### src/core/osru_pkg.sv
package osru_pkg;
    // register byte addresses
    localparam logic [3:0] OSRU_ADDR_CTRL_STATUS = 4'h0;
    localparam logic [3:0] OSRU_ADDR_PIN_ENABLE = 4'h4;
    localparam logic [3:0] OSRU_ADDR_IRQ_STATUS = 4'h8;
    localparam logic [3:0] OSRU_ADDR_IRQ_MASK = 4'hc;
    // field positions in the control/status register, and the pin-select field in the pin-enable register
    localparam int OSRU_MODE_LSB = 0;
    localparam int OSRU_IRQ_EN_BIT = 8;
    localparam int OSRU_FLAG_LSB = 12;
    localparam int OSRU_PIN_SEL_LSB = 4;
    // reset values
    localparam logic [7:0] OSRU_MODE_RESET = 8'h00;
    localparam logic [3:0] OSRU_FLAG_RESET = 4'h0;
    localparam logic [3:0] OSRU_PIN_SEL_RESET = 4'h0;
    localparam logic [3:0] OSRU_MASK_RESET = 4'h0;
    // sampling timing
    localparam int OSRU_DIV_FAST = 8;
    localparam int OSRU_DIV_MID = 16;
    localparam int OSRU_DIV_SLOW = 128;
    localparam int OSRU_SAMPLES = 16;
    localparam int OSRU_PRESCALE_W = 7;
    // detection modes
    localparam logic [1:0] OSRU_MODE_EDGE = 2'h0;
    localparam logic [1:0] OSRU_MODE_DIV8 = 2'h1;
    localparam logic [1:0] OSRU_MODE_DIV16 = 2'h2;
    localparam logic [1:0] OSRU_MODE_DIV128 = 2'h3;

    typedef struct packed {
        logic [6:0] drive;
        logic [6:0] oe;
    } osru_motor_pins_type;
endpackage : osru_pkg

### src/core/osru_top.sv
// Our own choices: the AXI4-Lite register port and the address map.
`timescale 1ns/100ps
module osru_top
    import osru_pkg::*;
(
    input wire logic I_CLK_SYS,
    input wire logic I_RST,
    input wire logic i_clk_en,
    input wire logic [3:0] i_shared_pin_n,
    input wire logic [6:0] i_motor_drive,
    input wire logic [6:0] i_motor_oe,
    input wire logic [6:0] i_pin_is_port,
    input wire logic [3:0] s_axi_awaddr,
    input wire logic s_axi_awvalid,
    output logic s_axi_awready,
    input wire logic [31:0] s_axi_wdata,
    input wire logic [3:0] s_axi_wstrb,
    input wire logic s_axi_wvalid,
    output logic s_axi_wready,
    output logic [1:0] s_axi_bresp,
    output logic s_axi_bvalid,
    input wire logic s_axi_bready,
    input wire logic [3:0] s_axi_araddr,
    input wire logic s_axi_arvalid,
    output logic s_axi_arready,
    output logic [31:0] s_axi_rdata,
    output logic [1:0] s_axi_rresp,
    output logic s_axi_rvalid,
    input wire logic s_axi_rready,
    output osru_pkg::osru_motor_pins_type o_motor_pins,
    output logic o_shutdown_active,
    output logic o_irq
);
    import osru_pkg::*;

    // refuse sampling constants that the 5-bit run counter or the prescaler cannot serve
    if (OSRU_SAMPLES < 2 || OSRU_SAMPLES > 32 ||
        OSRU_DIV_SLOW > (1 << OSRU_PRESCALE_W)) begin : g_bad_cfg
        $error("osru_top: sampling constants out of range");
    end

    ////////////////////////////////////////////////////////////////////////////
    // registers
    logic [7:0] mode;
    logic irq_enable;
    logic [3:0] flag;
    logic [3:0] pin_select;
    logic [3:0] irq_status;
    logic [3:0] irq_mask;
    wire [3:0] detect;

    ////////////////////////////////////////////////////////////////////////////
    // axi-lite write path: address and data latched in either order
    logic aw_held;
    logic w_held;
    logic [3:0] aw_addr;
    logic [31:0] w_data;
    logic [3:0] w_strb;
    wire do_write = aw_held && w_held && !s_axi_bvalid;
    assign s_axi_awready = !aw_held && !s_axi_bvalid;
    assign s_axi_wready = !w_held && !s_axi_bvalid;
    assign s_axi_bresp = 2'h0;
    wire wr_ctrl = do_write && (aw_addr == OSRU_ADDR_CTRL_STATUS);
    wire wr_pins = do_write && (aw_addr == OSRU_ADDR_PIN_ENABLE);
    wire wr_ista = do_write && (aw_addr == OSRU_ADDR_IRQ_STATUS);
    wire wr_mask = do_write && (aw_addr == OSRU_ADDR_IRQ_MASK);
    wire [3:0] wr_flags = w_data[OSRU_FLAG_LSB +: 4];

    // bresp is always okay; unmapped writes are dropped
    always_ff @(posedge I_CLK_SYS or posedge I_RST) begin
        if (I_RST) begin
            aw_held <= 1'b0;
            w_held <= 1'b0;
            aw_addr <= 4'h0;
            w_data <= 32'h0;
            w_strb <= 4'h0;
            s_axi_bvalid <= 1'b0;
        end else if (i_clk_en) begin
            if (s_axi_awvalid && s_axi_awready) begin
                aw_held <= 1'b1;
                aw_addr <= {s_axi_awaddr[3:2], 2'h0};
            end
            if (s_axi_wvalid && s_axi_wready) begin
                w_held <= 1'b1;
                w_data <= s_axi_wdata;
                w_strb <= s_axi_wstrb;
            end
            if (do_write) begin
                aw_held <= 1'b0;
                w_held <= 1'b0;
                s_axi_bvalid <= 1'b1;
            end else if (s_axi_bready) begin
                s_axi_bvalid <= 1'b0;
            end
        end
    end

    ////////////////////////////////////////////////////////////////////////////
    // axi-lite read path, one cycle to rvalid
    logic [31:0] rd_word;
    wire [3:0] rd_addr = {s_axi_araddr[3:2], 2'h0};
    assign s_axi_arready = !s_axi_rvalid;
    assign s_axi_rresp = 2'h0;
    // reserved bits 11:9 read zero
    always_comb begin
        rd_word = 32'h0;
        case (rd_addr)
            OSRU_ADDR_CTRL_STATUS: rd_word = {16'h0, flag, 3'h0, irq_enable, mode};
            OSRU_ADDR_PIN_ENABLE: rd_word = {24'h0, pin_select, 4'h0};
            OSRU_ADDR_IRQ_STATUS: rd_word = {28'h0, irq_status};
            OSRU_ADDR_IRQ_MASK: rd_word = {28'h0, irq_mask};
            default: rd_word = 32'h0;
        endcase
    end

    always_ff @(posedge I_CLK_SYS or posedge I_RST) begin
        if (I_RST) begin
            s_axi_rvalid <= 1'b0;
            s_axi_rdata <= 32'h0;
        end else if (i_clk_en) begin
            if (s_axi_arvalid && s_axi_arready) begin
                s_axi_rvalid <= 1'b1;
                s_axi_rdata <= rd_word;
            end else if (s_axi_rready) begin
                s_axi_rvalid <= 1'b0;
            end
        end
    end

    ////////////////////////////////////////////////////////////////////////////
    // read-then-clear arming: a zero clears only a flag seen as one
    logic [3:0] flag_seen;
    wire rd_ctrl = s_axi_arvalid && s_axi_arready && (rd_addr == OSRU_ADDR_CTRL_STATUS);
    wire [3:0] flag_clear = (wr_ctrl && w_strb[1]) ? (flag_seen & ~wr_flags) : 4'h0;
    wire [3:0] next_flag = detect | (flag & ~flag_clear);

    // control register: reset clears it; writes load mode and irq enable, and a zero write clears a flag seen as one
    always_ff @(posedge I_CLK_SYS or posedge I_RST) begin
        if (I_RST) begin
            mode <= OSRU_MODE_RESET;
            irq_enable <= 1'b0;
            flag <= OSRU_FLAG_RESET;
            flag_seen <= 4'h0;
            pin_select <= OSRU_PIN_SEL_RESET;
            irq_mask <= OSRU_MASK_RESET;
            irq_status <= 4'h0;
        end else if (i_clk_en) begin
            if (wr_ctrl && w_strb[0]) begin
                mode <= w_data[OSRU_MODE_LSB +: 8];
            end
            if (wr_ctrl && w_strb[1]) begin
                irq_enable <= w_data[OSRU_IRQ_EN_BIT];
            end
            flag <= next_flag;
            if (rd_ctrl) begin
                flag_seen <= flag;
            end else begin
                flag_seen <= flag_seen & ~flag_clear;
            end
            if (wr_pins && w_strb[0]) begin
                pin_select <= w_data[OSRU_PIN_SEL_LSB +: 4];
            end
            if (wr_mask && w_strb[0]) begin
                irq_mask <= w_data[3:0];
            end
            // set wins over write-one-to-clear
            irq_status <= detect | (irq_status & ~((wr_ista && w_strb[0]) ? w_data[3:0] : 4'h0));
        end
    end

    ////////////////////////////////////////////////////////////////////////////
    // shared prescaler and sampling strobes
    logic [OSRU_PRESCALE_W-1:0] prescale;
    wire tick8 = (prescale[2:0] == 3'h7);
    wire tick16 = (prescale[3:0] == 4'hf);
    wire tick128 = (prescale == 7'h7f);

    // free-running, so strobe phase is independent of the request
    always_ff @(posedge I_CLK_SYS or posedge I_RST) begin
        if (I_RST) begin
            prescale <= '0;
        end else if (i_clk_en) begin
            prescale <= prescale + 7'h1;
        end
    end

    ////////////////////////////////////////////////////////////////////////////
    // per-input synchroniser, edge and level detection
    // each input keeps its own state inside its generate scope, so every flop has one writer
    for (genvar g = 0; g < 4; g++) begin : g_req
        logic [2:0] sync;
        logic prev_level;
        logic [4:0] low_count;
        // unselected pin reads as idle high
        wire raw = pin_select[g] ? i_shared_pin_n[g] : 1'b1;
        wire [1:0] req_mode = mode[2*g +: 2];
        wire agreed = (sync[1] == sync[2]);
        wire level = agreed ? sync[2] : prev_level;
        wire strobe = (req_mode == OSRU_MODE_DIV8) ? tick8 :
                      (req_mode == OSRU_MODE_DIV16) ? tick16 :
                      (req_mode == OSRU_MODE_DIV128) ? tick128 : 1'b0;
        wire fell = prev_level && !level;
        wire edge_hit = (req_mode == OSRU_MODE_EDGE) && fell;
        wire lvl_hit = strobe && !level &&
                       (low_count == 5'(OSRU_SAMPLES - 1));
        // both paths feed the unregistered detect in the same cycle
        assign detect[g] = edge_hit || lvl_hit;

        always_ff @(posedge I_CLK_SYS or posedge I_RST) begin
            if (I_RST) begin
                sync <= 3'h7;
                prev_level <= 1'b1;
                low_count <= 5'h0;
            end else if (i_clk_en) begin
                sync <= {sync[1:0], raw};
                prev_level <= level;
                if (req_mode == OSRU_MODE_EDGE) begin
                    low_count <= 5'h0;
                end else if (strobe) begin
                    if (level) begin
                        low_count <= 5'h0;
                    end else if (low_count == 5'(OSRU_SAMPLES - 1)) begin
                        low_count <= 5'h0;
                    end else begin
                        low_count <= low_count + 5'h1;
                    end
                end
            end
        end
    end

    ////////////////////////////////////////////////////////////////////////////
    // output shutdown: held exactly while any flag stands
    logic shutdown;
    always_ff @(posedge I_CLK_SYS or posedge I_RST) begin
        if (I_RST) begin
            shutdown <= 1'b0;
        end else if (i_clk_en) begin
            shutdown <= |next_flag;
        end
    end

    // pins used as port or other-timer output keep their drive
    wire [6:0] force_off = shutdown ? ~i_pin_is_port : 7'h00;
    assign o_motor_pins.drive = i_motor_drive;
    assign o_motor_pins.oe = i_motor_oe & ~force_off;
    assign o_shutdown_active = shutdown;
    assign o_irq = (irq_enable && (|flag)) || (|(irq_status & irq_mask));
endmodule : osru_top

### config.mk
export PLATFORM = sky130hd
export DESIGN_NAME = osru_top
export DESIGN_NICKNAME = d
export VERILOG_FILES = /design/src/core/osru_pkg.sv /design/src/core/osru_top.sv
export SDC_FILE = /design/constraint.sdc
export NUM_CORES = 1
export LEC_CHECK = 0
export BUFFER_PORTS_ARGS = -buffer_cell sky130_fd_sc_hd__buf_2
export CORE_ASPECT_RATIO = 1.75
export CORE_UTILIZATION = 40
export DETAILED_ROUTE_END_ITERATION = 10
export GPL_TIMING_DRIVEN = 0
export PLACE_DENSITY = 0.63
export RECOVER_POWER = 100
export SLEW_MARGIN = 20
export SYNTH_ARGS = -nofsm -noshare
export SYNTH_HDL_FRONTEND = slang
export SYNTH_SLANG_ARGS = --single-unit
### constraint.sdc
create_clock -name I_CLK_SYS -period 3.3 [get_ports I_CLK_SYS]
set_input_delay 0.33 -clock I_CLK_SYS [delete_from_list [all_inputs] [get_ports I_CLK_SYS]]
set_output_delay 0.33 -clock I_CLK_SYS [all_outputs]
set_load 0.005 [all_outputs]
## Yosys cells after proc, flatten, opt, wreduce, memory -nomap -nowiden

Index checks and enable logic that the tools add are counted.

- Flip-flop bits (word level): 129
- Input port bits: 77

- Add/subtract/negate cells: 5
- Eq/ne operators: 29
- Mux-type cells: 49
- Bitwise logic cells: 13
- Reductions and logical operators: 79

Operator list:

| kind | count |
|---|---|
| $mux W5 | 16 |
| $pmux W16 S4 | 1 |
| $logic_and A1 B1 Y1 | 34 |
| $reduce_and A2 Y1 | 15 |
| $mux W1 | 28 |
| $eq A2 B2 Y1 const B | 12 |
| $add A5 B1 Y5 const B | 4 |
| $and A4 B4 Y4 | 5 |
| $eq A5 B4 Y1 const B | 4 |
| $reduce_bool A2 Y1 | 8 |
| $not A7 Y7 | 2 |
| $eq A2 B1 Y1 const B | 6 |
| $mux W4 | 3 |
| $not A4 Y4 | 3 |
| $reduce_or A4 Y1 | 3 |
| $logic_not A1 Y1 | 8 |
| $logic_not A2 Y1 | 4 |
| $logic_not A4 Y1 | 2 |
| $or A4 B4 Y4 | 2 |
| $add A7 B1 Y7 const B | 1 |
| $and A7 B7 Y7 | 1 |
| $eq A7 B7 Y1 const B | 1 |
| $mux W7 | 1 |
| $logic_or A1 B1 Y1 | 5 |
| 3 further kinds | 6 |

## Logic depth before layout (Yosys ltp)

Gate-level depths: netlist of run 1.

- Depth in word-level cells: 9
- Mapped depth: 8
- Gate-level depth less buffers: 7

## Worst setup path after synthesis of run 1

OpenSTA, ideal clock, no wires.

- Kind: register -> register
- Start point: reg prescale[0]
- End point: reg g_req[0].low_count[2]
- Arrival: 1694 ps
- Setup slack: 1484 ps
- Stages on the path, launching flop included: 8
- Buffers on the path: 1
- Clock period less this slack: 1816 ps
- Cells stage by stage: dfrtp_1 > ha_1 > ha_1 > buf_2 > mux2i_1 > a221oi_4 > o31ai_1 > a32o_1

- Cells in the longest elaborated chain, start to end: 6
- Elaborated cells on any way between the ends: 8

Ends and longest elaborated chain:

| what | RTL line | text |
|---|---|---|
| from (decl) | osru_top.sv:173 | `logic [OSRU_PRESCALE_W-1:0] prescale;` |
| from (signal assigned) | osru_top.sv:183 | `prescale <= prescale + 7'h1;` |
| $eq A7 B7 Y1 | osru_top.sv:176 | `wire tick128 = (prescale == 7'h7f);` |
| $mux W1 | osru_top.sv:201 | `(req_mode == OSRU_MODE_DIV128) ? tick128 : 1'b0;` |
| $mux W1 | osru_top.sv:200 | `(req_mode == OSRU_MODE_DIV16) ? tick16 :` |
| $mux W1 (*) | osru_top.sv:199 | `wire strobe = (req_mode == OSRU_MODE_DIV8) ? tick8 :` |
| $reduce_bool A2 Y1 (no source line) (*) | -- |  |
| $reduce_and A2 Y1 (no source line) (*) | -- |  |
| to (signal assigned) | osru_top.sv:225 | `low_count <= low_count + 5'h1;` |
| to (decl) | osru_top.sv:193 | `logic [4:0] low_count;` |

Mark *: on every way between the ends. The rest lies on a longest branch, timed or not.
A chain may end at the register's enable or synchronous reset.

## Worst setup path after layout of run 1

- Start point: reg prescale[0]
- End point: reg shutdown, in the netlist o_shutdown_active

- Cells in the longest elaborated chain, start to end: 9
- Elaborated cells on any way between the ends: 29

Ends and longest elaborated chain:

| what | RTL line | text |
|---|---|---|
| $eq A7 B7 Y1 | osru_top.sv:176 |  |
| $mux W1 | osru_top.sv:201 |  |
| $mux W1 | osru_top.sv:200 |  |
| $mux W1 | osru_top.sv:199 |  |
| $logic_and A1 B1 Y1 (2 in a row) | osru_top.sv:204 | `wire lvl_hit = strobe && !level &&` |
| $logic_or A1 B1 Y1 | osru_top.sv:207 | `assign detect[g] = edge_hit \|\| lvl_hit;` |
| $or A4 B4 Y4 (*) | osru_top.sv:135 | `wire [3:0] next_flag = detect \| (flag & ~flag_clear);` |
| $reduce_or A4 Y1 (*) | osru_top.sv:239 | `shutdown <= \|next_flag;` |
| to (signal assigned) | osru_top.sv:239 |  |
| to (decl) | osru_top.sv:234 | `logic shutdown;` |

Marks and branches as above.

==> impl_metrics.py, run 1 <==
metrics = {
    "run_status": {
        "status": "finished clean",
    },
    "timing": {
        "setup_violations": 0,
        "slew-limit-headroom_pct": 7.38,
        "rsz0062_at_grt": "no",
        "setup_total_negative_slack_ns": 0,
        "report.final.slew_viol_count": 0,
        "final.hold.worst_slack_ns": 0.187,
        "fmaxAchievable_mhz": 415,
        "tightest_slew_ns": 1.38,
        "fin_worst_skew_ns": 0.00867,
        "layout_worst_path_cycle_share_pct": 73.1,
        "setup_slack_ns": 0.888,
        "final_period_minus_worst_setup_slack_ns": 2.41,
        "hold_violation_count_in_the_final_report": 0,
    },
    "detailed_routing": {
        "ant_nets": 0,
        "via_count": 4149,
        "route.final.wire_length_um": 12100,
        "drt_drc_violations_left": 0,
        "vias_per_cell": 5.23,
        "wl_per_cell_um": 15.3,
        "dr.pass1.iters": 4,
        "detailedRoute.firstIterationViolations": 172,
    },
    "clock_network": {
        "numCtsBuffers": 9,
        "post-cts-setup-buffers": 0,
        "clk_path_buf_depth": 2,
        "clock_insertion_delay_worst_skew_ns": 0.35,
        "postCtsResizedCells": 0,
        "tritoncts": "built",
        "cts.sinks": 107,
        "register_clock_pin_slew_on_the_reported_worst_setup_and_hold_paths_ns": 0.08,
        "cts_htree_levels": 3,
        "ctsHoldBuffers": 1,
        "root_buffer": "sky130_fd_sc_hd__clkbuf_16",
    },
    "floorplan": {
        "floorplan.initialDensity_pct": 41.3,
        "die_height_um": 155,
        "floorplan.rows": 55,
        "coreArea_sq_um": 13000,
        "floorplan.die_area_sq_um": 13900,
        "top_level_ports": 134,
        "die_x_um": 89.6,
    },
    "setup_path": {
        "worst-endpoint-arrival_ns": 2.63,
        "rrSetupSlack_ns": 0.89,
        "cell_family_with_the_largest_share_of_critical_path_delay": "compound AO/OA/AOI/OAI gates",
        "worstRegToRegCells": 8,
        "critPathMostFrequentCell": "sky130_fd_sc_hd__ha_1",
        "cp_data_required_time_ns": 3.52,
        "cp-endpoint": "o_shutdown_active",
        "start_kind": "flip-flop",
        "worst_setup_path_type": "reg2reg",
        "cp-startpoint": "prescale[0]",
        "reg2reg_to": "o_shutdown_active",
        "critPathSlowestCell": "sky130_fd_sc_hd__o21ai_0",
        "crit-reg2reg-launch": "prescale[0]",
        "crit_cells": 8,
        "cp_slowest_stage_delay_ns": 0.55,
        "path_cells": "ha_1, ha_1, clkbuf_1, nand2_1, a21oi_1, o21ai_0, and4_4, a31oi_1",
        "setup.worst_path.end_class": "flip-flop",
        "critPathBufInv": 1,
        "critical_path.max_fanout": 8,
    },
    "placement": {
        "hpwlAfterDp_um": 9280,
        "gp_congestion": 0.788,
        "buffer_ports.inserted": 76,
        "detailedPlace.worstSlack_ns": 1.19,
        "dpl_cell_area_sq_um": 6080,
    },
    "yosys": {
        "post_synth_edffs": 0,
        "proportion_of_synthesized_area_in_mux_cells_pct": 10.6,
        "synth-async-reset-ratio_pct": 100,
        "yosys.area_share.simple_pct": 15.2,
        "ys_warn_count": 0,
        "xor_xnor_portion_of_the_synthesized_cell_area_pct": 0.815,
        "ys_ff_latch": 107,
        "compound_gate_portion_of_the_synthesized_area_pct": 13.8,
        "synth_area_per_cell_sq_um": 10.6,
        "main_combinational_cell_family_by_area_after_synthesis": "simple AND/OR/NAND/NOR gates",
        "synthCells": 507,
        "synth_fa_ha_area_share_pct": 2.14,
        "synth_area_sq_um": 5370,
        "synth-main-ff-cell": "sky130_fd_sc_hd__dfrtp_1",
        "synth_sequential_area_ratio_pct": 50.2,
        "synthDistinctLibCells": 61,
    },
    "layout": {
        "post-route-util_pct": 48.6,
        "nNetsFinal": 701,
        "antenna-diode-count": 0,
        "synthToLayoutAreaGrowth_pct": 17.6,
        "stdcell_area_sq_um": 6320,
        "drive_gt1_share_pct": 22.3,
    },
    "global_route": {
        "globalRouteTotalUtil_pct": 18.8,
        "overflow": 0,
        "grt_max_degree": 79,
        "global_route_wire_length_before_repair_um": 19900,
        "grt_antenna_before_repair": 0,
        "via_count_of_the_first_global_routing_pass": 4196,
    },
    "pwr": {
        "worst_ir_drop_vdd_mv": 0.394,
        "static-leakage-power_nw": 2.95,
        "power.density_cell_area_nw_per_um2": 672,
    },
    "run": {
        "max-cap-violations": 0,
    },
    "hold_path": {
        "timing.hold.worst.class": "in2reg",
    },
}
worst min path at each step:
stage | startpoint | to | depth (start not counted)
after CTS | s_axi_wdata[4] | w_data[4] | 2
after global placement | s_axi_rdata[13] | s_axi_rdata[13] | 2
after global routing | s_axi_wdata[8] | w_data[8] | 2
final | s_axi_wdata[4] | w_data[4] | 2
after floorplan | g_req[1].low_count[4] | g_req[1].low_count[4] | 1
after detailed placement | I_RST | g_req[3].low_count[1] | 2
state kept, by name (all words and copies together) (netlist names), 7 cells and up:
register         cells
g_req.low_count     20
g_req.sync          12
mode                 8
prescale             7
s_axi_rdata         13
w_data              13
cell type report:
class,count,area [sq um]
Buffer,48,302
Clock buffer,9,225
Clock inverter,7,60.1
Fill cell,1246,6690
Inverter,18,68.8
Multi-Input combinational cell,356,2360
Sequential cell,107,2700
Tap cell,171,214
Timing Repair Buffer,78,394
cells by family after synthesis:
group / after synthesis
and+or+nand+nor: 156
AOI/OAI and AO/OA: 110
DFF: 107
buffers and inverters: 66
muxes: 52
adders and majority gates: 10
xor gates and xnor gates: 5
other: 1
metal layers:
layer / up-vias / GRT usage, % / part of all wire [%]
li1: 1970 / - / -
met1: 2027 / 19.7 / 37
met2: 127 / 35.2 / 56
met3: 25 / 3.18 / 3.9
met4: 0 / 8.47 / 3.5
met5: - / 0 / 0
layout by cell type (no fill, tap or decap), types with 16 or more instances in the layout:
| cell | Yosys | final |
|---|---|---|
| sky130_fd_sc_hd__nor2_1 | 22 | 22 |
| sky130_fd_sc_hd__buf_4 | 32 | 29 |
| sky130_fd_sc_hd__conb_1 | 1 | 23 |
| sky130_fd_sc_hd__buf_2 | 7 | 60 |
| sky130_fd_sc_hd__mux2_1 | 32 | 32 |
| sky130_fd_sc_hd__nand2_1 | 64 | 65 |
| sky130_fd_sc_hd__dfstp_2 | 16 | 16 |
| sky130_fd_sc_hd__dfrtp_1 | 91 | 91 |
| sky130_fd_sc_hd__o21ai_0 | 14 | 28 |
| sky130_fd_sc_hd__inv_1 | 18 | 17 |
| sky130_fd_sc_hd__clkbuf_1 | 5 | 31 |
Yosys cell counts (all sizes together), types with 3 or more instances:
master | instances | area share [%]
o211ai | 4 | 0.56
o31ai | 9 | 1.4
nor4 | 3 | 0.35
nand3 | 13 | 1.2
a31oi | 8 | 0.93
dfstp | 16 | 7.8
nand2b | 9 | 1.3
o21a | 4 | 0.56
a21boi | 9 | 1.3
or4b | 4 | 0.75
maj3 | 4 | 0.75
and3 | 4 | 0.47
nor2 | 22 | 1.5
or2 | 8 | 0.93
nand4b | 3 | 0.49
a21oi | 14 | 1.4
clkbuf | 5 | 0.35
nand2 | 65 | 4.6
inv | 18 | 1.3
dfrtp | 91 | 42
xor2 | 3 | 0.49
o22a | 4 | 0.65
buf | 43 | 5.5
mux2i | 12 | 2.2
o21ai | 39 | 3.6
mux2 | 40 | 8.4
nand4 | 6 | 0.70
o2bb2ai | 8 | 1.3
nand3b | 5 | 0.70
ha | 6 | 1.4
report_power, final:
group | switching [W] | internal, W | leakage (nW) | total [W]
Sequential | 0.000390 | 0.00174 | 1.34 | 0.00213
Combinational | 0.000543 | 0.000528 | 1.47 | 0.00107
Clock | 0.000519 | 0.000526 | 0.136 | 0.00104
per-stage QoR:
step | cells | total power (W)
finish | 794 | 0.00424
global route | 794 | 0.00453
CTS | 794 | 0.00433
detailed placement | 777 | 0.00327
global placement | 776 | 0.00320
floorplan | 529 | 0.00284
No activity file was read; power rests on OpenSTA's default activity.
==> run 2, diff against run 1 <==
clock period = 2.2 ns   (was 3.3 ns; I/O delays follow)
==> run 2 against run 1 <==
- global-route usage rose by 0.60 points
- critical path type unchanged
- clock power increased by 58%
- sequential power up 49%
- largest power group unchanged
- register-to-register slack lost 0.78 ns
- clock skew is 0.0034 ns higher
- power up 52%
- routed wire length is 1.9% higher
- cell count is 0.50% higher
- critical path depth down 3
- setup slack worse by 0.78 ns
- core utilization up 0.36 points
- combinational power increased by 53%
==> impl_metrics.py, run 2 (synthesis results as in run 1) <==
metrics = {
    "pwr": {
        "power.density_cell_area_nw_per_um2": 1020,
        "share_comb_of_total_power_pct": 25.3,
        "static-leakage-power_nw": 2.96,
        "worst_ir_drop_vdd_mv": 0.570,
        "p_sw_w": 0.00224,
        "switching_share_pct": 34.6,
        "p_seq_share_pct": 49.2,
        "p_int_w": 0.00423,
        "power.share.clock_pct": 25.4,
    },
    "floorplan": {
        "floorplan.initialDensity_pct": 41.3,
        "die_x_um": 89.6,
        "top_level_ports": 134,
        "floorplan.die_area_sq_um": 13900,
        "die_height_um": 155,
        "coreArea_sq_um": 13000,
        "floorplan.rows": 55,
    },
    "clock_network": {
        "cts_htree_levels": 3,
        "cts.sinks": 107,
        "tritoncts": "built",
        "numCtsBuffers": 9,
        "register_clock_pin_slew_on_the_reported_worst_setup_and_hold_paths_ns": 0.08,
        "root_buffer": "sky130_fd_sc_hd__clkbuf_16",
        "clk_path_buf_depth": 2,
        "clock_insertion_delay_worst_skew_ns": 0.36,
    },
    "setup_path": {
        "reg2reg_to": "w_data[2]",
        "critical_path.max_fanout": 10,
        "start_kind": "flip-flop",
        "cell_family_with_the_largest_share_of_critical_path_delay": "buffers and inverters",
        "setup.worst_path.end_class": "flip-flop",
        "crit_cells": 5,
        "worstRegToRegCells": 5,
        "crit-reg2reg-launch": "s_axi_bvalid",
        "rrSetupSlack_ns": 0.11,
        "cp_data_required_time_ns": 2.44,
        "path_cells": "and2b_1, and3b_1, clkbuf_1, clkbuf_2, mux2_1",
        "critPathBufInv": 2,
        "cp_slowest_stage_delay_ns": 0.44,
        "worst_setup_path_type": "reg2reg",
        "critPathSlowestCell": "sky130_fd_sc_hd__dfrtp_1",
        "cp-startpoint": "s_axi_bvalid",
        "worst-endpoint-arrival_ns": 2.33,
    },
    "hold_path": {
        "whs_path_depth": 2,
        "timing.hold.worst.start": "s_axi_wstrb[1]",
        "timing.hold.worst.class": "in2reg",
        "worst_hold_path.endpoint": "w_strb[1]",
    },
    "run": {
        "max-cap-violations": 0,
    },
    "detailed_routing": {
        "route.met2.wl_um": 6850,
        "detailedRoute.firstIterationViolations": 166,
        "dr.pass1.iters": 5,
        "wirelength_met1_um": 4650,
        "route.final.wire_length_um": 12400,
        "vias_per_cell": 5.15,
        "top_signal_layer_used": "met4",
        "met3WireLength_um": 486,
        "drt_drc_violations_left": 0,
        "ant_nets": 0,
        "wl_per_cell_um": 15.5,
        "via_count": 4111,
    },
    "timing": {
        "rsz0062_at_grt": "no",
        "setup_violations": 0,
        "hold_violation_count_in_the_final_report": 0,
        "fmaxAchievable_mhz": 479,
        "setup_total_negative_slack_ns": 0,
        "fin_worst_skew_ns": 0.0121,
        "report.final.slew_viol_count": 0,
        "final.hold.worst_slack_ns": 0.0757,
        "slew-limit-headroom_pct": 35.1,
        "layout_worst_path_cycle_share_pct": 94.9,
        "final_period_minus_worst_setup_slack_ns": 2.09,
        "tightest_slew_ns": 0.968,
    },
    "placement": {
        "dpl_cell_area_sq_um": 6120,
        "hpwlAfterDp_um": 9550,
        "gp_congestion": 0.818,
        "buffer_ports.inserted": 76,
    },
    "layout": {
        "antenna-diode-count": 0,
        "regs_by_ff_count": "g_req.low_count (20), s_axi_rdata (13), w_data (13)",
        "largest-register": "g_req.low_count",
        "drive_gt1_share_pct": 22.3,
        "final_common_cell": "sky130_fd_sc_hd__dfrtp_1",
        "nNetsFinal": 705,
        "stdcell_area_sq_um": 6360,
        "largest_register_ff_count": 20,
        "layout.cells.most_common_list": "sky130_fd_sc_hd__dfrtp_1, sky130_fd_sc_hd__nand2_1, sky130_fd_sc_hd__buf_2",
        "synthToLayoutAreaGrowth_pct": 18.4,
    },
    "global_route": {
        "globalRouteTotalUtil_pct": 19.4,
        "via_count_of_the_first_global_routing_pass": 4196,
        "overflow": 0,
        "global_route_wire_length_before_repair_um": 20500,
        "grt_antenna_before_repair": 0,
        "grt_max_degree": 37,
    },
    "run_status": {
        "status": "finished clean",
    },
}
==> run 2: changes by cell type in the layout (fill, tap and decap cells not counted), moves of 2 or more <==
cell,delta
sky130_fd_sc_hd__buf_4,+2
sky130_fd_sc_hd__o21ai_0,-5
sky130_fd_sc_hd__o21ai_1,+5
sky130_fd_sc_hd__clkinv_8,+3
sky130_fd_sc_hd__clkbuf_2,+3
sky130_fd_sc_hd__dfstp_2,-4
sky130_fd_sc_hd__buf_2,-2
sky130_fd_sc_hd__dfstp_1,+4
==> run 2: worst max-delay path by stage <==
| stage | slack, ns | endpoint |
|---|---|---|
| 2_1_floorplan | 0.38 | g_req[0].low_count[2] |
| 3_3_place_gp | 0.02 | g_req[2].low_count[1] |
| 3_5_place_dp | 0.1 | g_req[3].low_count[3] |
| 4_1_cts | 0.09 | g_req[3].low_count[3] |
| 5_1_grt | 0.009 | w_data[2] |
| 6_report | 0.11 | w_data[2] |
==> run 2: cell type report <==
| type | instances | area [sq um] |
|---|---|---|
| inverters | 18 | 68.8 |
| multi-input cells | 356 | 2360 |
| flip-flops and latches | 107 | 2700 |
| repair buffers | 82 | 410 |
| well taps | 171 | 214 |
| clock buffers | 9 | 225 |
| clock inverters | 7 | 85.1 |
| fillers | 1226 | 6640 |
| plain buffers | 48 | 305 |
==> run 2: metal layers <==
layer	vias up	GRT usage [%]
met5	-	0
met2	115	35.8
li1	1981	-
met1	1991	21.0
met4	0	7.71
met3	24	3.82
==> run 2: metrics by stage <==
step	util (%)	worst slack [ns]	std cells	power (W)
after floorplan	-	0.384	529	0.00426
after global placement	46.6	0.0213	776	0.00480
after detailed placement	47.1	0.0997	779	0.00491
after CTS	49.5	0.0924	796	0.00657
after global routing	48.9	0.00890	798	0.00689
final	48.9	0.112	798	0.00646
==> run 2: what timing repair did <==
action | CTS | global route
endpoints found under the hold margin | 19 | 0
resized for setup | 0 | 1
endpoints found under the setup margin | 0 | 2
hold buffers | 1 | 0
buffers inserted | 0 | 2
==> run 2: worst register-to-register path, stage by stage (launching register included) <==
cell,delay [ns]
sky130_fd_sc_hd__dfrtp_1,0.44
sky130_fd_sc_hd__and2b_1,0.26
sky130_fd_sc_hd__and3b_1,0.16
sky130_fd_sc_hd__clkbuf_1,0.35
sky130_fd_sc_hd__clkbuf_2,0.39
sky130_fd_sc_hd__mux2_1,0.38
==> run 2: power groups by stage <==
| stage | clock network (W) | registers [W] | logic (W) |
|---|---|---|---|
| detailed placement | 0 | 0.00321 | 0.00170 |
| global placement | 0 | 0.00318 | 0.00162 |
| CTS | 0.00168 | 0.00318 | 0.00171 |
| global route | 0.00176 | 0.00327 | 0.00186 |
| finish | 0.00164 | 0.00318 | 0.00164 |
| floorplan | 0 | 0.00303 | 0.00123 |
==> run 3, diff against run 2 <==
CTS_BUF_LIST = sky130_fd_sc_hd__clkbuf_8   (was unset)
==> run 3 against run 2 <==
- critical path type unchanged
- via count fell by 0.71%
- first-iteration DRC count rose by 14%
- combinational power barely moved
- sequential power barely moved
- register-to-register slack barely moved
==> impl_metrics.py, run 3 (synthesis results as in run 1) <==
metrics = {
    "clock_network": {
        "clk_path_buf_depth": 2,
        "cts_htree_levels": 3,
        "numCtsBuffers": 9,
        "register_clock_pin_slew_on_the_reported_worst_setup_and_hold_paths_ns": 0.12,
        "cts.sinks": 107,
        "post-cts-setup-buffers": 0,
        "root_buffer": "sky130_fd_sc_hd__clkbuf_8",
        "clock_insertion_delay_worst_skew_ns": 0.39,
        "tritoncts": "built",
    },
    "hold_path": {
        "whs_path_depth": 2,
        "timing.hold.worst.class": "in2reg",
        "timing.hold.worst.start": "s_axi_wdata[4]",
        "worst_hold_path.endpoint": "w_data[4]",
    },
    "layout": {
        "multiInputGateArea_sq_um": 2360,
        "nFillCells": 1234,
        "drive_gt1_share_pct": 22.4,
        "synthToLayoutAreaGrowth_pct": 16.3,
        "largest_register_ff_count": 20,
        "nNetsFinal": 703,
        "antenna-diode-count": 0,
        "final_common_cell": "sky130_fd_sc_hd__dfrtp_1",
        "largest-register": "g_req.low_count",
        "regs_by_ff_count": "g_req.low_count (20), s_axi_rdata (13), w_data (13)",
        "post-route-util_pct": 48.1,
        "layout.cells.most_common_list": "sky130_fd_sc_hd__dfrtp_1, sky130_fd_sc_hd__nand2_1, sky130_fd_sc_hd__buf_2",
        "area.sequential_sq_um": 2700,
    },
    "floorplan": {
        "coreArea_sq_um": 13000,
        "floorplan.die_area_sq_um": 13900,
        "floorplan.rows": 55,
        "die_x_um": 89.6,
        "floorplan.initialDensity_pct": 41.3,
        "top_level_ports": 134,
        "die_height_um": 155,
    },
    "global_route": {
        "global_route_wire_length_before_repair_um": 20400,
        "grt_antenna_before_repair": 0,
        "grt_max_degree": 37,
        "overflow": 0,
        "globalRouteTotalUtil_pct": 19.3,
        "via_count_of_the_first_global_routing_pass": 4192,
    },
    "setup_path": {
        "critPathSlowestCell": "sky130_fd_sc_hd__dfrtp_1",
        "rrSetupSlack_ns": 0.11,
        "setup.worst_path.end_class": "flip-flop",
        "crit-reg2reg-launch": "s_axi_bvalid",
        "worst_setup_path_type": "reg2reg",
        "cp_slowest_stage_delay_ns": 0.45,
        "path_cells": "and2b_1, and3b_1, clkbuf_1, clkbuf_2, mux2_1",
        "cell_family_with_the_largest_share_of_critical_path_delay": "buffers and inverters",
        "start_kind": "flip-flop",
        "worst-endpoint-arrival_ns": 2.37,
        "cp_data_required_time_ns": 2.48,
        "reg2reg_to": "w_data[5]",
        "critical_path.max_fanout": 10,
        "worstRegToRegCells": 5,
        "critPathBufInv": 2,
    },
    "timing": {
        "fin_worst_skew_ns": 0.0181,
        "fmaxAchievable_mhz": 478,
        "setup_violations": 0,
        "report.final.slew_viol_count": 0,
        "rsz0062_at_grt": "no",
        "layout_worst_path_cycle_share_pct": 95.0,
        "setup_total_negative_slack_ns": 0,
        "tightest_slew_ns": 0.968,
        "slew-limit-headroom_pct": 35.1,
        "final_period_minus_worst_setup_slack_ns": 2.09,
        "hold_violation_count_in_the_final_report": 0,
    },
    "pwr": {
        "share_comb_of_total_power_pct": 26.9,
        "switching_share_pct": 36.1,
        "power.share.clock_pct": 20.4,
        "power.density_cell_area_nw_per_um2": 965,
        "p_sw_w": 0.00218,
        "p_int_w": 0.00385,
        "p_seq_share_pct": 52.7,
        "static-leakage-power_nw": 2.91,
        "worst_ir_drop_vdd_mv": 0.594,
    },
    "detailed_routing": {
        "ant_nets": 0,
        "route.final.wire_length_um": 12200,
        "dr.pass1.iters": 4,
        "wl_per_cell_um": 15.3,
        "drt_drc_violations_left": 0,
        "via_count": 4082,
        "vias_per_cell": 5.13,
        "detailedRoute.firstIterationViolations": 189,
    },
    "run_status": {
        "status": "finished clean",
    },
    "placement": {
        "hpwlAfterDp_um": 9550,
        "gp_congestion": 0.818,
        "buffer_ports.inserted": 76,
    },
    "run": {
        "max-cap-violations": 0,
    },
}
==> run 3: cell count changes in the layout (fill, tap and decap cells not counted), moves of 2 or more <==
cell / change
sky130_fd_sc_hd__clkbuf_16: -9
sky130_fd_sc_hd__clkbuf_8: +9
sky130_fd_sc_hd__dfstp_1: -2
sky130_fd_sc_hd__dfstp_2: +2
sky130_fd_sc_hd__o21ai_1: -2
==> run 3: repair_timing <==
action                     4_1_cts  5_1_grt
hold endpoints to repair        19        0
resized for setup                0        2
hold buffers                     1        0
setup endpoints to repair        0        2
==> run 3: final cells by class <==
cell class / count / area share (%)
repair buffers: 80 / 6.33
inverters: 18 / 1.10
multi-input cells: 356 / 37.8
clock buffers: 9 / 1.98
flip-flops and latches: 107 / 43.2
plain buffers: 48 / 4.86
clock inverters: 7 / 1.36
well taps: 171 / 3.42
==> run 3: stage by stage <==
| stage | setup slack [ns] | instances | cell area, sq um | power [W] | hold WS, ns |
|---|---|---|---|---|---|
| 2_1_floorplan | 0.384 | 529 | 5460 | 0.00426 | 0.355 |
| 3_3_place_gp | 0.0213 | 776 | 6050 | 0.00480 | 0.437 |
| 3_5_place_dp | 0.0997 | 779 | 6120 | 0.00491 | 0.294 |
| 4_1_cts | 0.0800 | 796 | 6340 | 0.00614 | 0.0306 |
| 5_1_grt | 0.00829 | 796 | 6250 | 0.00646 | 0.0223 |
| 6_report | 0.110 | 796 | 6250 | 0.00603 | 0.0393 |
==> run 3: worst reg2reg max path, stage by stage, from the launching register on <==
cell	delay, ns
sky130_fd_sc_hd__dfrtp_1	0.45
sky130_fd_sc_hd__and2b_1	0.26
sky130_fd_sc_hd__and3b_1	0.16
sky130_fd_sc_hd__clkbuf_1	0.35
sky130_fd_sc_hd__clkbuf_2	0.39
sky130_fd_sc_hd__mux2_1	0.38
==> run 3: routing by layer <==
metal	wire, um	global-route usage (%)	up-vias
met5	0	0	-
met1	4610	20.8	1970
met2	6780	35.5	115
li1	-	-	1972
met4	385	8.24	0
met3	429	3.34	25
==> run 3: power by group through the flow <==
| stage | clock [W] | sequential [W] | combinational [W] |
|---|---|---|---|
| floorplan | 0 | 0.00303 | 0.00123 |
| global placement | 0 | 0.00318 | 0.00162 |
| detailed placement | 0 | 0.00321 | 0.00170 |
| CTS | 0.00127 | 0.00317 | 0.00171 |
| global route | 0.00135 | 0.00326 | 0.00184 |
| finish | 0.00123 | 0.00318 | 0.00162 |
==> run 3: worst max-delay path by stage <==
stage	start	end	slack, ns	cells past startpoint
after floorplan	prescale[0]	g_req[0].low_count[2]	0.38	7
after global placement	I_RST	g_req[2].low_count[1]	0.02	2
after detailed placement	prescale[0]	g_req[3].low_count[3]	0.1	8
after CTS	prescale[0]	g_req[3].low_count[3]	0.08	8
after global routing	s_axi_bvalid	w_data[2]	0.008	5
final	s_axi_bvalid	w_data[5]	0.11	5
